===== src/verilog/wdt_pkg.sv =====
// wdt_pkg: register map, field positions and reset values of the two-stage watchdog
// assumes a 32-bit register port with word indices; shared by all wdt files except wdt_host_model
`default_nettype none
package wdt_pkg;
   localparam int unsigned WDT_AW          = 4;
   localparam int unsigned WDT_DW          = 32;
   // register indices
   localparam logic [3:0]  WDT_A_LOAD      = 4'h0;
   localparam logic [3:0]  WDT_A_VALUE     = 4'h1;
   localparam logic [3:0]  WDT_A_CTRL      = 4'h2;
   localparam logic [3:0]  WDT_A_ICLR      = 4'h3;
   localparam logic [3:0]  WDT_A_RIS       = 4'h4;
   localparam logic [3:0]  WDT_A_MIS       = 4'h5;
   localparam logic [3:0]  WDT_A_LOCK      = 4'h6;
   localparam logic [3:0]  WDT_A_ISTAT     = 4'h7;
   localparam logic [3:0]  WDT_A_IMASK     = 4'h8;
   // control field positions
   localparam int unsigned WDT_C_EN        = 0;
   localparam int unsigned WDT_C_RSTEN     = 1;
   localparam int unsigned WDT_C_STALL     = 2;
   // event status bit positions
   localparam int unsigned WDT_EV_FIRST    = 0;
   localparam int unsigned WDT_EV_SECOND   = 1;
   localparam int unsigned WDT_EV_NUM      = 2;
   // unlock key written to the lock register; any other value locks
   localparam logic [31:0] WDT_UNLOCK_KEY  = 32'h1ACC_E551;
   localparam logic [31:0] WDT_LOAD_RST    = 32'hFFFF_FFFF;
   localparam logic [31:0] WDT_ZERO        = 32'h0000_0000;
   localparam logic [31:0] WDT_ONE         = 32'h0000_0001;
   typedef enum logic [2:0] {
      WDT_IDLE  = 3'b001,
      WDT_ARMED = 3'b010,
      WDT_BITE  = 3'b100
   } wdt_state_e;
endpackage : wdt_pkg
`default_nettype wire


===== src/verilog/wdt_counter.sv =====
// wdt_counter: 32-bit down counter with load, hold and zero flag
// assumes single clock, async active-high reset
`default_nettype none
module wdt_counter
   import wdt_pkg::*;
(
   input  wire logic        clk_sys,
   input  wire logic        sys_rst,
   input  wire logic        load,
   input  wire logic [31:0] load_val,
   input  wire logic        run,
   output logic      [31:0] count,
   output logic             zero_hit
);
   logic [31:0] count_r;

   always_ff @(posedge clk_sys or posedge sys_rst) begin
      if (sys_rst) begin
         count_r <= WDT_LOAD_RST;
      end else if (load) begin
         count_r <= load_val;
      end else if (run && count_r != WDT_ZERO) begin
         count_r <= count_r - WDT_ONE;
      end
   end

   assign count    = count_r;
   // next tick reaches zero; load is left out here so the parent's reload mux
   // can depend on this flag without forming a combinational loop
   assign zero_hit = run && (count_r == WDT_ONE);
endmodule : wdt_counter
`default_nettype wire


===== src/verilog/wdt_irq.sv =====
// wdt_irq: sticky event status, write-one-to-clear, mask and level interrupt
// assumes events are one-cycle pulses in the clk_sys domain
`default_nettype none
module wdt_irq
   import wdt_pkg::*;
(
   input  wire logic                  clk_sys,
   input  wire logic                  sys_rst,
   input  wire logic [WDT_EV_NUM-1:0] ev_set,
   input  wire logic [WDT_EV_NUM-1:0] ev_clr,
   input  wire logic [WDT_EV_NUM-1:0] ev_mask,
   output logic      [WDT_EV_NUM-1:0] ev_stat,
   output logic                       irq
);
   logic [WDT_EV_NUM-1:0] stat_r;

   genvar g;
   generate
      for (g = 0; g < WDT_EV_NUM; g++) begin : g_ev
         // set beats clear in the same cycle
         always_ff @(posedge clk_sys or posedge sys_rst) begin
            if (sys_rst) begin
               stat_r[g] <= 1'b0;
            end else if (ev_set[g]) begin
               stat_r[g] <= 1'b1;
            end else if (ev_clr[g]) begin
               stat_r[g] <= 1'b0;
            end
         end
      end
   endgenerate

   assign ev_stat = stat_r;
   assign irq     = |(stat_r & ev_mask);
endmodule : wdt_irq
`default_nettype wire


===== src/verilog/wdt_top.sv =====
// wdt_top: two-stage watchdog timer with register port, lock and system reset request
// assumes a simple single-cycle register master on clk_sys; dbg_halt synchronous
//
// Summary of operation
// [RULE1] The block holds a 32-bit down counter, a load register, interrupt logic and a lock.
// [RULE2] While locked, writes to load and control registers are ignored.
// [RULE3] Setting the enable bit starts the counter and enables the timeout interrupt together.
// [RULE4] The first time the enabled counter reaches zero the timeout interrupt is raised.
// [RULE5] After the first timeout the counter reloads from the load register and keeps counting.
// [RULE6] Reset on the second timeout is a separate software-selected option.
// [RULE7] A second zero with the interrupt uncleared and reset enabled asserts the reset output.
// [RULE8] Clearing the interrupt before the second zero reloads the counter and avoids reset.
// [RULE9] Writing a new load value while running loads it at once and counting continues.
// [RULE10] Writing the interrupt clear register drops the timeout interrupt.
// [RULE11] Software clears the interrupt early in its handler, since the clear may land late.
// [RULE12] Raw and masked timeout status are readable, 1 meaning active.
// [RULE13] Writing a load value of zero raises the timeout interrupt at once.
// [RULE14] With stalling enabled the counter holds while the processor is halted.
// [RULE15] The lock register reads 1 while locked and 0 otherwise.
// [RULE16] The timeout interrupt is a level until cleared and the counter value is readable.
//
// Added by the designer: the address map and the plain strobed port.
`default_nettype none
module wdt_top
   import wdt_pkg::*;
(
   input  wire logic              clk_sys,
   input  wire logic              sys_rst,
   input  wire logic [WDT_AW-1:0] reg_addr,
   input  wire logic [WDT_DW-1:0] reg_wdata,
   input  wire logic              reg_wr,
   input  wire logic              reg_rd,
   output logic      [WDT_DW-1:0] reg_rdata,
   input  wire logic              dbg_halt,
   output logic                   wdt_irq,
   output logic                   evt_irq,
   output logic                   sys_reset_req
);
   logic [31:0]           load_r;
   logic                  en_r;
   logic                  rsten_r;
   logic                  stall_r;
   logic                  lock_r;
   logic                  tirq_r;
   logic                  rst_out_r;
   logic [WDT_EV_NUM-1:0] imask_r;
   logic [WDT_DW-1:0]     rdata_r;
   wdt_state_e            state_r;

   logic [31:0]           count;
   logic                  zero_hit;
   logic                  cnt_load;
   logic [31:0]           cnt_val;
   logic                  cnt_run;
   logic [WDT_EV_NUM-1:0] ev_set;
   logic [WDT_EV_NUM-1:0] ev_clr;
   logic [WDT_EV_NUM-1:0] ev_stat;

   logic wr_load;
   logic wr_ctrl;
   logic wr_iclr;
   logic wr_lock;
   logic wr_istat;
   logic wr_imask;
   logic first_to;
   logic second_to;
   logic expire;

   assign wr_load  = reg_wr && reg_addr == WDT_A_LOAD && !lock_r;   // [RULE2]
   assign wr_ctrl  = reg_wr && reg_addr == WDT_A_CTRL && !lock_r;   // [RULE2]
   assign wr_iclr  = reg_wr && reg_addr == WDT_A_ICLR;
   assign wr_lock  = reg_wr && reg_addr == WDT_A_LOCK;
   assign wr_istat = reg_wr && reg_addr == WDT_A_ISTAT;
   assign wr_imask = reg_wr && reg_addr == WDT_A_IMASK;

   // a same-cycle load write overrides the tick, so it is no expiry
   assign expire    = zero_hit && !wr_load;
   // expiry: counter at one about to tick, or a zero load while running
   assign first_to  = en_r && !tirq_r &&
                      (expire || (wr_load && reg_wdata == WDT_ZERO));   // [RULE4] [RULE13]
   assign second_to = en_r && tirq_r && expire && !wr_iclr;

   // halting the core freezes the count only when stalling is chosen
   assign cnt_run  = en_r && !(stall_r && dbg_halt);   // [RULE14]

   // reload on expiry, on clear, or on a fresh load value
   always_comb begin
      cnt_load = 1'b0;
      cnt_val  = load_r;
      if (wr_load) begin
         cnt_load = 1'b1;
         cnt_val  = reg_wdata;   // [RULE9]
      end else if (wr_ctrl && reg_wdata[WDT_C_EN] && !en_r) begin
         cnt_load = 1'b1;   // [RULE3]
      end else if (en_r && wr_iclr && tirq_r) begin
         cnt_load = 1'b1;   // [RULE8]
      end else if (zero_hit && en_r) begin
         cnt_load = 1'b1;   // [RULE5]
      end
   end

   wdt_counter u_cnt (   // [RULE1]
      .clk_sys  (clk_sys),
      .sys_rst  (sys_rst),
      .load     (cnt_load),
      .load_val (cnt_val),
      .run      (cnt_run),
      .count    (count),
      .zero_hit (zero_hit)
   );

   always_ff @(posedge clk_sys or posedge sys_rst) begin
      if (sys_rst) begin
         load_r <= WDT_LOAD_RST;
      end else if (wr_load) begin
         load_r <= reg_wdata;
      end
   end

   // enable is sticky once set: only a system reset stops the watchdog
   always_ff @(posedge clk_sys or posedge sys_rst) begin
      if (sys_rst) begin
         en_r    <= 1'b0;
         rsten_r <= 1'b0;
         stall_r <= 1'b0;
      end else if (wr_ctrl) begin
         en_r    <= en_r | reg_wdata[WDT_C_EN];   // [RULE3]
         rsten_r <= reg_wdata[WDT_C_RSTEN];       // [RULE6]
         stall_r <= reg_wdata[WDT_C_STALL];
      end
   end

   always_ff @(posedge clk_sys or posedge sys_rst) begin
      if (sys_rst) begin
         lock_r <= 1'b0;
      end else if (wr_lock) begin
         lock_r <= (reg_wdata != WDT_UNLOCK_KEY);
      end
   end

   // timeout interrupt level; a first expiry wins over a same-cycle clear
   always_ff @(posedge clk_sys or posedge sys_rst) begin
      if (sys_rst) begin
         tirq_r <= 1'b0;
      end else if (first_to) begin
         tirq_r <= 1'b1;   // [RULE4] [RULE16]
      end else if (wr_iclr) begin
         tirq_r <= 1'b0;   // [RULE10]
      end
   end

   always_ff @(posedge clk_sys or posedge sys_rst) begin
      if (sys_rst) begin
         state_r <= WDT_IDLE;
      end else begin
         unique case (state_r)
            WDT_IDLE: begin
               if (en_r) begin
                  state_r <= WDT_ARMED;
               end
            end
            WDT_ARMED: begin
               if (second_to && rsten_r) begin
                  state_r <= WDT_BITE;   // [RULE7]
               end
            end
            WDT_BITE: begin
               state_r <= WDT_BITE;
            end
            default: begin
               state_r <= WDT_IDLE;
            end
         endcase
      end
   end

   // reset request holds until the system reset clears the block
   always_ff @(posedge clk_sys or posedge sys_rst) begin
      if (sys_rst) begin
         rst_out_r <= 1'b0;
      end else if (second_to && rsten_r) begin
         rst_out_r <= 1'b1;   // [RULE7]
      end
   end

   assign ev_set[WDT_EV_FIRST]  = first_to;
   assign ev_set[WDT_EV_SECOND] = second_to;
   assign ev_clr = wr_istat ? reg_wdata[WDT_EV_NUM-1:0] : '0;

   always_ff @(posedge clk_sys or posedge sys_rst) begin
      if (sys_rst) begin
         imask_r <= '0;
      end else if (wr_imask) begin
         imask_r <= reg_wdata[WDT_EV_NUM-1:0];
      end
   end

   wdt_irq u_irq (
      .clk_sys (clk_sys),
      .sys_rst (sys_rst),
      .ev_set  (ev_set),
      .ev_clr  (ev_clr),
      .ev_mask (imask_r),
      .ev_stat (ev_stat),
      .irq     (evt_irq)
   );

   always_ff @(posedge clk_sys or posedge sys_rst) begin
      if (sys_rst) begin
         rdata_r <= '0;
      end else if (reg_rd) begin
         unique case (reg_addr)
            WDT_A_LOAD:  rdata_r <= load_r;
            WDT_A_VALUE: rdata_r <= count;                                // [RULE16]
            WDT_A_CTRL:  rdata_r <= {29'h0, stall_r, rsten_r, en_r};
            WDT_A_RIS:   rdata_r <= {31'h0, tirq_r};                      // [RULE12]
            WDT_A_MIS:   rdata_r <= {31'h0, tirq_r & en_r};               // [RULE12]
            WDT_A_LOCK:  rdata_r <= {31'h0, lock_r};                      // [RULE15]
            WDT_A_ISTAT: rdata_r <= {30'h0, ev_stat};
            WDT_A_IMASK: rdata_r <= {30'h0, imask_r};
            default:     rdata_r <= '0;
         endcase
      end else begin
         rdata_r <= '0;
      end
   end

   assign reg_rdata     = rdata_r;
   assign wdt_irq       = tirq_r & en_r;   // [RULE16]
   assign sys_reset_req = rst_out_r;
endmodule : wdt_top
`default_nettype wire


===== config.mk =====
export PLATFORM = sky130hd
export DESIGN_NAME = wdt_top
export DESIGN_NICKNAME = d
export VERILOG_FILES = /design/src/verilog/wdt_pkg.sv /design/src/verilog/wdt_counter.sv /design/src/verilog/wdt_irq.sv /design/src/verilog/wdt_top.sv
export SDC_FILE = /design/constraint.sdc
export NUM_CORES = 1
export LEC_CHECK = 0
export BUFFER_PORTS_ARGS = -buffer_cell sky130_fd_sc_hd__buf_2
export CAP_MARGIN = 0
export CELL_PAD_IN_SITES_DETAIL_PLACEMENT = 1
export CELL_PAD_IN_SITES_GLOBAL_PLACEMENT = 1
export CORE_ASPECT_RATIO = 1.25
export CORE_MARGIN = 10
export CORE_UTILIZATION = 42
export CTS_BUF_LIST = sky130_fd_sc_hd__clkbuf_4
export DETAILED_ROUTE_END_ITERATION = 12
export MAX_ROUTING_LAYER = met4
export PLACE_DENSITY_LB_ADDON = 0.1
export SYNTH_ARGS = -nofsm -noshare
export SYNTH_HDL_FRONTEND = slang
export SYNTH_HIERARCHICAL = 1
export SYNTH_SLANG_ARGS = --single-unit

===== constraint.sdc =====
create_clock -name clk_sys -period 3.25 [get_ports clk_sys]
set_clock_uncertainty 0.15 [all_clocks]
set_input_delay 0.1625 -clock clk_sys [delete_from_list [all_inputs] [get_ports clk_sys]]
set_output_delay 0.1625 -clock clk_sys [all_outputs]
set_load 0.01 [all_outputs]

==> results.tsv, run 1 <==
metric	value	unit
result of the run	completed	
routed wire length on met2	8.82	mm
vias in the first global route	4910	
GRT Resource Usage Total	19.7	%
global-route wire length before repair	27.0	mm
setup violation total in the final timing report	0	
clock-pin slew reported for the worst setup and hold paths after clock tree synthesis	0.17	ns
number of failing hold endpoints at the final stage	0	
number of violations reported at the end of detailed-routing iteration 0	248	
total of flip-flops plus latches after synthesis	106	
maximum fanout encountered on the critical timing path	6	
floorplan row count	45	
Via-to-Cell Ratio	5.68	
Primary FF master, synth	sky130_fd_sc_hd__dfstp_2	
count of distinct cell types in the synthesized netlist	55	
synthesized netlist net count	549	
CTS Buf Count	9	
clock insertion delay at the later pin of the skew report	0.48	ns
Placeable Area	12300	sq um
Detail Route Antenna Nets	0	
post-synthesis cell type with the largest combined area	sky130_fd_sc_hd__dfstp_2	
Peak supply drop	0.000299	V
detailed-placement wirelength estimate	12.0	mm
met3 wirelength from detailed routing	682	um
# DRC	0	
post-layout min period	3.09	ns
CTS sink cnt	106	
Layout Utilization	52.5	%
launch point of the worst reg-to-reg path	u_cnt/count[24]$_DFFE_PP1P_	
endpoint of the worst hold-timing path	reg_rdata[1]$_DFF_PP0_	
starting density of the core	43.2	%
cell count after synthesis	506	
type of destination of the critical path	flop	
P_leak	2.67	nW
CP Data Required Time	3.52	ns
Layout Nets	665	
Worst-Margin Slew	0.730	ns
total number of vias	4495	
detail-routed net length per standard cell	21.3	um
sequential area share after synthesis	51.5	%
Total Negative Setup Slacks	0	ns
clk buf depth	2	
TritonCTS clock tree	yes	
Setup CP Type	reg -> reg	
floorplan die height	146	um
endpoint of the lowest-slack register-to-register path	u_cnt/count[25]$_DFFE_PP1P_	
sum of overflow across all layers after global routing	0	
warnings from Yosys	6	
Async S/R FF share, synth	100	%
number of port buffers	75	
H-tree depth reported by CTS	3	
largest cells by area after synthesis	sky130_fd_sc_hd__dfstp_2 32%, sky130_fd_sc_hd__dfrtp_1 20%, sky130_fd_sc_hd__mux2_2 7.9%	
final instance count without filler cells	792	
die area	17500	sq um
gpl congestion	0.824	
max-capacitance violation count	0	
die extent in x	121	um
worst slew margin relative to its limit	50.9	%
Resized cells post-CTS	0	
number of cells after detailed placement	735	
final wirelength	16.9	mm
largest net degree at the start of global routing	33	
crit path launch type	flop	
arrival time reported for the critical path endpoint	3.36	ns
initial antenna violation count	1	
minimum setup slack among reg-to-reg paths	0.16	ns
area of the mapped netlist	5300	sq um
post-route clock period utilization	95.0	%
Metal-1 WL	7.05	mm
maximum achievable frequency	0.324	GHz
relative area change from synthesis to final layout	21.6	%
filler cell count in the final layout	1413	
post-synthesis average cell area	10.5	sq um
fraction of layout cells with a size suffix above 1	36.0	%
setup repair after global routing missed its margin	no	
Register-to-Register Path Depth	9	
number of enable flip-flop cells after synthesis	0	
drt first pass iters	4	
Hold Path Stages	4	
worst hold-check path type	in -> reg	
I/O pin total	76	
Hold Startpoint	reg_addr[2]	
Clock Tree Root	sky130_fd_sc_hd__clkbuf_4	
power density relative to cell area	617	nW/um^2
Synth top area share	31.7	%
final slew viol count	0	
Max Used Layer	met4	
## worst max-delay path by stage
stage               slack, ns                         from                           to  depth (start not counted)
finish                   0.16  u_cnt/count[24]$_DFFE_PP1P_  u_cnt/count[25]$_DFFE_PP1P_                          9
global route             0.05  u_cnt/count[24]$_DFFE_PP1P_  u_cnt/count[25]$_DFFE_PP1P_                          9
detailed placement       0.13  u_cnt/count[24]$_DFFE_PP1P_  u_cnt/count[15]$_DFFE_PP1P_                          7
floorplan                0.02  u_cnt/count[24]$_DFFE_PP1P_  u_cnt/count[25]$_DFFE_PP1P_                         12
global placement         0.23  u_cnt/count[24]$_DFFE_PP1P_  u_cnt/count[15]$_DFFE_PP1P_                          7
CTS                      0.11  u_cnt/count[24]$_DFFE_PP1P_  u_cnt/count[15]$_DFFE_PP1P_                          7
## what timing repair did
action,CTS,global route
endpoints found under the hold margin,122,0
setup buffers,0,3
endpoints found under the setup margin,0,2
hold buffers,37,0
## placed cells by master, fill, tap and decap left out, types with 7 or more instances in the layout
cell and n:
sky130_fd_sc_hd__nand2_1 43, sky130_fd_sc_hd__buf_2 75, sky130_fd_sc_hd__o2111ai_1 7, sky130_fd_sc_hd__xnor2_1 10
sky130_fd_sc_hd__o21ai_0 30, sky130_fd_sc_hd__or4_1 12, sky130_fd_sc_hd__nor3_1 13, sky130_fd_sc_hd__a22oi_1 30
sky130_fd_sc_hd__clkbuf_4 10, sky130_fd_sc_hd__dfstp_2 64, sky130_fd_sc_hd__dlygate4sd3_1 37, sky130_fd_sc_hd__dfrtp_1 42
sky130_fd_sc_hd__inv_1 8, sky130_fd_sc_hd__buf_4 24, sky130_fd_sc_hd__nor4_1 19, sky130_fd_sc_hd__mux2_2 37
sky130_fd_sc_hd__xor2_1 15, sky130_fd_sc_hd__nor2_1 53, sky130_fd_sc_hd__nand4_1 8
## kinds of logic after synthesis
| kind of cell | after synthesis | synth area share (%) |
|---|---|---|
| xor gates and xnor gates | 25 | 4.13 |
| adders and majority gates | 2 | 0.472 |
| AOI/OAI and AO/OA | 102 | 13.2 |
| and+or+nand+nor | 190 | 18.7 |
| DFF | 106 | 51.5 |
| muxes | 40 | 8.42 |
| buffers and inverters | 41 | 3.52 |
## registers in the layout (all words and copies together) (netlist names)
| signal | cells |
|---|---|
| u_cnt/count | 32 |
| en_r | 1 |
| load_r | 32 |
| imask_r | 2 |
| sys_reset_req | 1 |
| reg_rdata | 32 |
| u_irq/ev_stat | 2 |
| stall_r | 1 |
| tirq_r | 1 |
| rsten_r | 1 |
| lock_r | 1 |
## report_power, final
group	switching, mW	internal (mW)
clock network	0.454	0.237
registers	0.345	1.82
logic	0.607	0.516
## Yosys cell counts, drive strengths merged, types with 2 or more instances
library cell / n
o21a: 2
mux2i: 3
nor2: 53
nand4: 8
or2: 3
nor3: 13
a31oi: 6
nor4: 21
o21ai: 33
xnor2: 10
nor4bb: 2
o2bb2ai: 2
nor2b: 5
and2: 4
nand2: 43
nand2b: 2
dfrtp: 42
nand3b: 2
nor4b: 4
or4: 13
o211ai: 6
a21oi: 2
dfstp: 64
and3: 3
a22oi: 30
ha: 2
xor2: 15
a21o: 5
nand3: 5
o2111ai: 7
mux2: 37
clkbuf: 14
or3: 5
inv: 9
buf: 17
## stage by stage
step | hold slack (ns) | cell area, sq um | worst slack (ns) | power [mW]
floorplan | -0.246 | 5320 | 0.0188 | 2.86
global placement | -0.104 | 5920 | 0.228 | 3.21
detailed placement | -0.0922 | 5920 | 0.133 | 3.27
CTS | 0.00657 | 6420 | 0.109 | 4.00
global route | 0.0367 | 6450 | 0.0530 | 4.23
finish | 0.0158 | 6450 | 0.163 | 3.98
## critical path, cell delays in order (launching register included)
cell and delay, ns:
sky130_fd_sc_hd__dfstp_2 0.43, sky130_fd_sc_hd__or4_1 0.64, sky130_fd_sc_hd__or4_4 0.62, sky130_fd_sc_hd__nor4_4 0.35, sky130_fd_sc_hd__nand2_1 0.09, sky130_fd_sc_hd__nand4_1 0.13, sky130_fd_sc_hd__buf_4 0.15, sky130_fd_sc_hd__nor2_1 0.04
sky130_fd_sc_hd__and4b_1 0.20, sky130_fd_sc_hd__a221o_1 0.26
## cell type report
cell class,instances,area [sq um],area share (%)
Tap cell,164,205,3.18
Clock buffer,10,75.1,1.16
Inverter,10,38.8,0.601
Clock inverter,6,57.6,0.893
Antenna cell,1,2.50,0.0388
Sequential cell,106,2730,42.4
Multi-Input combinational cell,359,2410,37.4
Timing Repair Buffer,136,926,14.4
## layer usage
| metal | up-vias | global-route usage [%] |
|---|---|---|
| li1 | 2074 | - |
| met1 | 2296 | 22.9 |
| met2 | 95 | 34.0 |
| met3 | 30 | 3.22 |
| met4 | 0 | 5.93 |
| met5 | - | - |
No activity file was read; power rests on OpenSTA's default activity.
==> inputs of run 2 (changes only) <==
Settings changed: CORE_MARGIN 10 to unset, CTS_CLUSTER_SIZE set to 16.
==> run 2 against run 1 <==
- hold slack better by 0.058 ns
- utilization up 0.15 points
- highest routed layer unchanged
- clock power down 13%
- flip-flop and latch count unchanged
- wire length down 5.3%
- count of clock-buffer cells in the layout down 1
- sequential power about the same
- via count down 1.3%
- die area down 25%
==> results.tsv, run 2 (synthesis gave the netlist of run 1 again) <==
metric	value	unit	change
Total Negative Setup Slacks	0	ns	unchanged
relative area change from synthesis to final layout	21.4	%	was 21.6%
fraction of layout cells with a size suffix above 1	35.4	%	was 36.0%
die extent in x	103	um	was 121 um
P_leak	2.66	nW	was 2.67 nW
final wirelength	16.0	mm	was 16.9 mm
Layout Nets	662		was 665
leading cell types in the layout, fill and taps excluded	75 x sky130_fd_sc_hd__buf_2, 64 x sky130_fd_sc_hd__dfstp_2, 53 x sky130_fd_sc_hd__nor2_1		unchanged
Peak supply drop	0.000294	V	was 0.000299 V
endpoint of the lowest-slack register-to-register path	u_cnt/count[28]$_DFFE_PP1P_		was u_cnt/count[25]$_DFFE_PP1P_
sum of overflow across all layers after global routing	0		unchanged
launch point of the worst reg-to-reg path	en_r$_DFFE_PP0P_		was u_cnt/count[24]$_DFFE_PP1P_
DP Worst Slack	0.116	ns	was 0.133 ns
floorplan die height	128	um	was 146 um
Placeable Area	12200	sq um	was 12300 sq um
number of failing hold endpoints at the final stage	0		unchanged
Clock Tree Root	sky130_fd_sc_hd__clkbuf_4		unchanged
worst hold-check path type	in -> reg		unchanged
Via-to-Cell Ratio	5.62		was 5.68
crit path launch type	flop		unchanged
# DRC	0		unchanged
die area	13100	sq um	was 17500 sq um
clock-pin slew reported for the worst setup and hold paths after clock tree synthesis	0.16	ns	was 0.17 ns
CP bufs+invs	1		unchanged
maximum fanout encountered on the critical timing path	9		was 6
gpl congestion	0.839		was 0.824
number of port buffers	75		unchanged
TritonCTS clock tree	yes		unchanged
clock insertion delay at the later pin of the skew report	0.47	ns	was 0.48 ns
CTS sink cnt	106		unchanged
result of the run	completed		unchanged
setup violation total in the final timing report	0		unchanged
Setup crit end	u_cnt/count[28]$_DFFE_PP1P_		was u_cnt/count[25]$_DFFE_PP1P_
type of destination of the critical path	flop		unchanged
Worst-Margin Slew	0.764	ns	was 0.730 ns
largest net degree at the start of global routing	73		was 33
arrival time reported for the critical path endpoint	3.26	ns	was 3.36 ns
Detail Route Antenna Nets	0		unchanged
detail-routed net length per standard cell	20.2	um	was 21.3 um
CP Data Required Time	3.51	ns	was 3.52 ns
total number of vias	4438		was 4495
Max stage delay on crit path	0.58	ns	was 0.64 ns
detailed-placement wirelength estimate	10.8	mm	was 12.0 mm
Crit-path slowest cell	sky130_fd_sc_hd__nor4bb_1		was sky130_fd_sc_hd__or4_1
H-tree depth reported by CTS	3		unchanged
drt first pass iters	4		unchanged
cell-by-cell listing of the critical path	a21boi_0 -> buf_4 -> nor4bb_1 -> nand4_1 -> nor4bb_1 -> xnor2_1 -> o21ai_0		was or4_1 -> or4_4 -> nor4_4 -> nand2_1 -> nand4_1 -> buf_4 -> nor2_1 -> and4b_1 -> a221o_1
CTS Buf Count	9		unchanged
vias in the first global route	4783		was 4910
critical path depth	7		was 9
worst setup path startpoint	en_r$_DFFE_PP0P_		was u_cnt/count[24]$_DFFE_PP1P_
commonest non-fill, non-tap cell in the layout	sky130_fd_sc_hd__buf_2		unchanged
maximum achievable frequency	0.334	GHz	was 0.324 GHz
final slew viol count	0		unchanged
post-layout min period	3.00	ns	was 3.09 ns
post-route clock period utilization	92.2	%	was 95.0%
global-route wire length before repair	25.8	mm	was 27.0 mm
starting density of the core	43.4	%	was 43.2%
final instance count without filler cells	789		was 792
number of violations reported at the end of detailed-routing iteration 0	219		was 248
clk buf depth	2		unchanged
max-capacitance violation count	0		unchanged
cell with the most instances on the worst path	sky130_fd_sc_hd__nor4bb_1		
family with the most delay on the worst path	simple AND/OR/NAND/NOR gates		unchanged
worst slew margin relative to its limit	48.6	%	was 50.9%
GRT Resource Usage Total	27.2	%	was 19.7%
power density relative to cell area	601	nW/um^2	was 617 nW/um^2
Resized cells post-CTS	0		unchanged
initial antenna violation count	1		unchanged
Register-to-Register Path Depth	7		was 9
floorplan row count	45		unchanged
minimum setup slack among reg-to-reg paths	0.25	ns	was 0.16 ns
setup repair after global routing missed its margin	no		unchanged
minimum setup slack in the final design	0.253	ns	was 0.163 ns
Setup CP Type	reg -> reg		unchanged
number of cells after detailed placement	731		was 735
I/O pin total	76		unchanged
==> run 2: cell types whose count changed in the layout (fill, tap and decap cells not counted), sizes merged <==
| cell | change |
|---|---|
| clkinvlp | -1 |
| bufinv | -1 |
| dlygate4sd3 | +2 |
| buf | -5 |
| clkinv | +3 |
| clkbuf | -1 |
==> run 2: per-stage QoR <==
| stage | utilization (%) | total power, mW | cell area [sq um] | hold slack (ns) |
|---|---|---|---|---|
| after CTS | 52.5 | 3.90 | 6420 | 0.0522 |
| final | 52.7 | 3.87 | 6440 | 0.0741 |
| after floorplan | - | 2.86 | 5320 | -0.246 |
| after global placement | 48.4 | 3.19 | 5920 | -0.110 |
| after global routing | 52.7 | 4.12 | 6440 | 0.0630 |
| after detailed placement | 48.4 | 3.24 | 5920 | -0.106 |
==> run 2: worst min path at each step <==
stage                     start                            to  slack [ns]  cells after the start
finish              reg_addr[0]        reg_rdata[1]$_DFF_PP0_        0.07                      4
global route        reg_addr[0]        reg_rdata[1]$_DFF_PP0_        0.06                      4
CTS                 reg_addr[0]        reg_rdata[1]$_DFF_PP0_        0.05                      4
detailed placement      sys_rst  u_irq/ev_stat[1]$_DFFE_PP0P_       -0.11                      2
global placement        sys_rst  u_irq/ev_stat[1]$_DFFE_PP0P_       -0.11                      2
floorplan               sys_rst  u_irq/ev_stat[0]$_DFFE_PP0P_       -0.25                      1
==> run 2: tightest hold or removal path, cell delays in order <==
cell                      delay (ns)
sky130_fd_sc_hd__buf_2          0.21
sky130_fd_sc_hd__nand4_1        0.14
sky130_fd_sc_hd__a21o_1         0.11
sky130_fd_sc_hd__a21oi_1        0.05
==> run 2: cell type report <==
class                           instances  area (sq um)
Sequential cell                       106          2730
Fill cell                            1372          5780
Tap cell                              164           205
Inverter                               10          38.8
Antenna cell                            1          2.50
Clock buffer                            9          67.6
Clock inverter                          7          46.3
Timing Repair Buffer                  133           933
Multi-Input combinational cell        359          2410
==> run 2: timing repair <==
action	CTS	global route
hold buffers	39	0
setup buffers	0	2
setup endpoints to repair	0	4
endpoints found under the hold margin	174	0
==> run 2: routing by layer <==
layer,track usage (%),wire length [um]
met5,-,0
met1,33.3,6870
met3,3.39,433
met2,46.5,8430
met4,7.73,224
==> run 2: power breakdown <==
part	internal (mW)	switching [mW]	total, mW
logic	0.505	0.605	1.11
clock network	0.155	0.443	0.598
registers	1.82	0.339	2.16
total	2.48	1.39	3.87
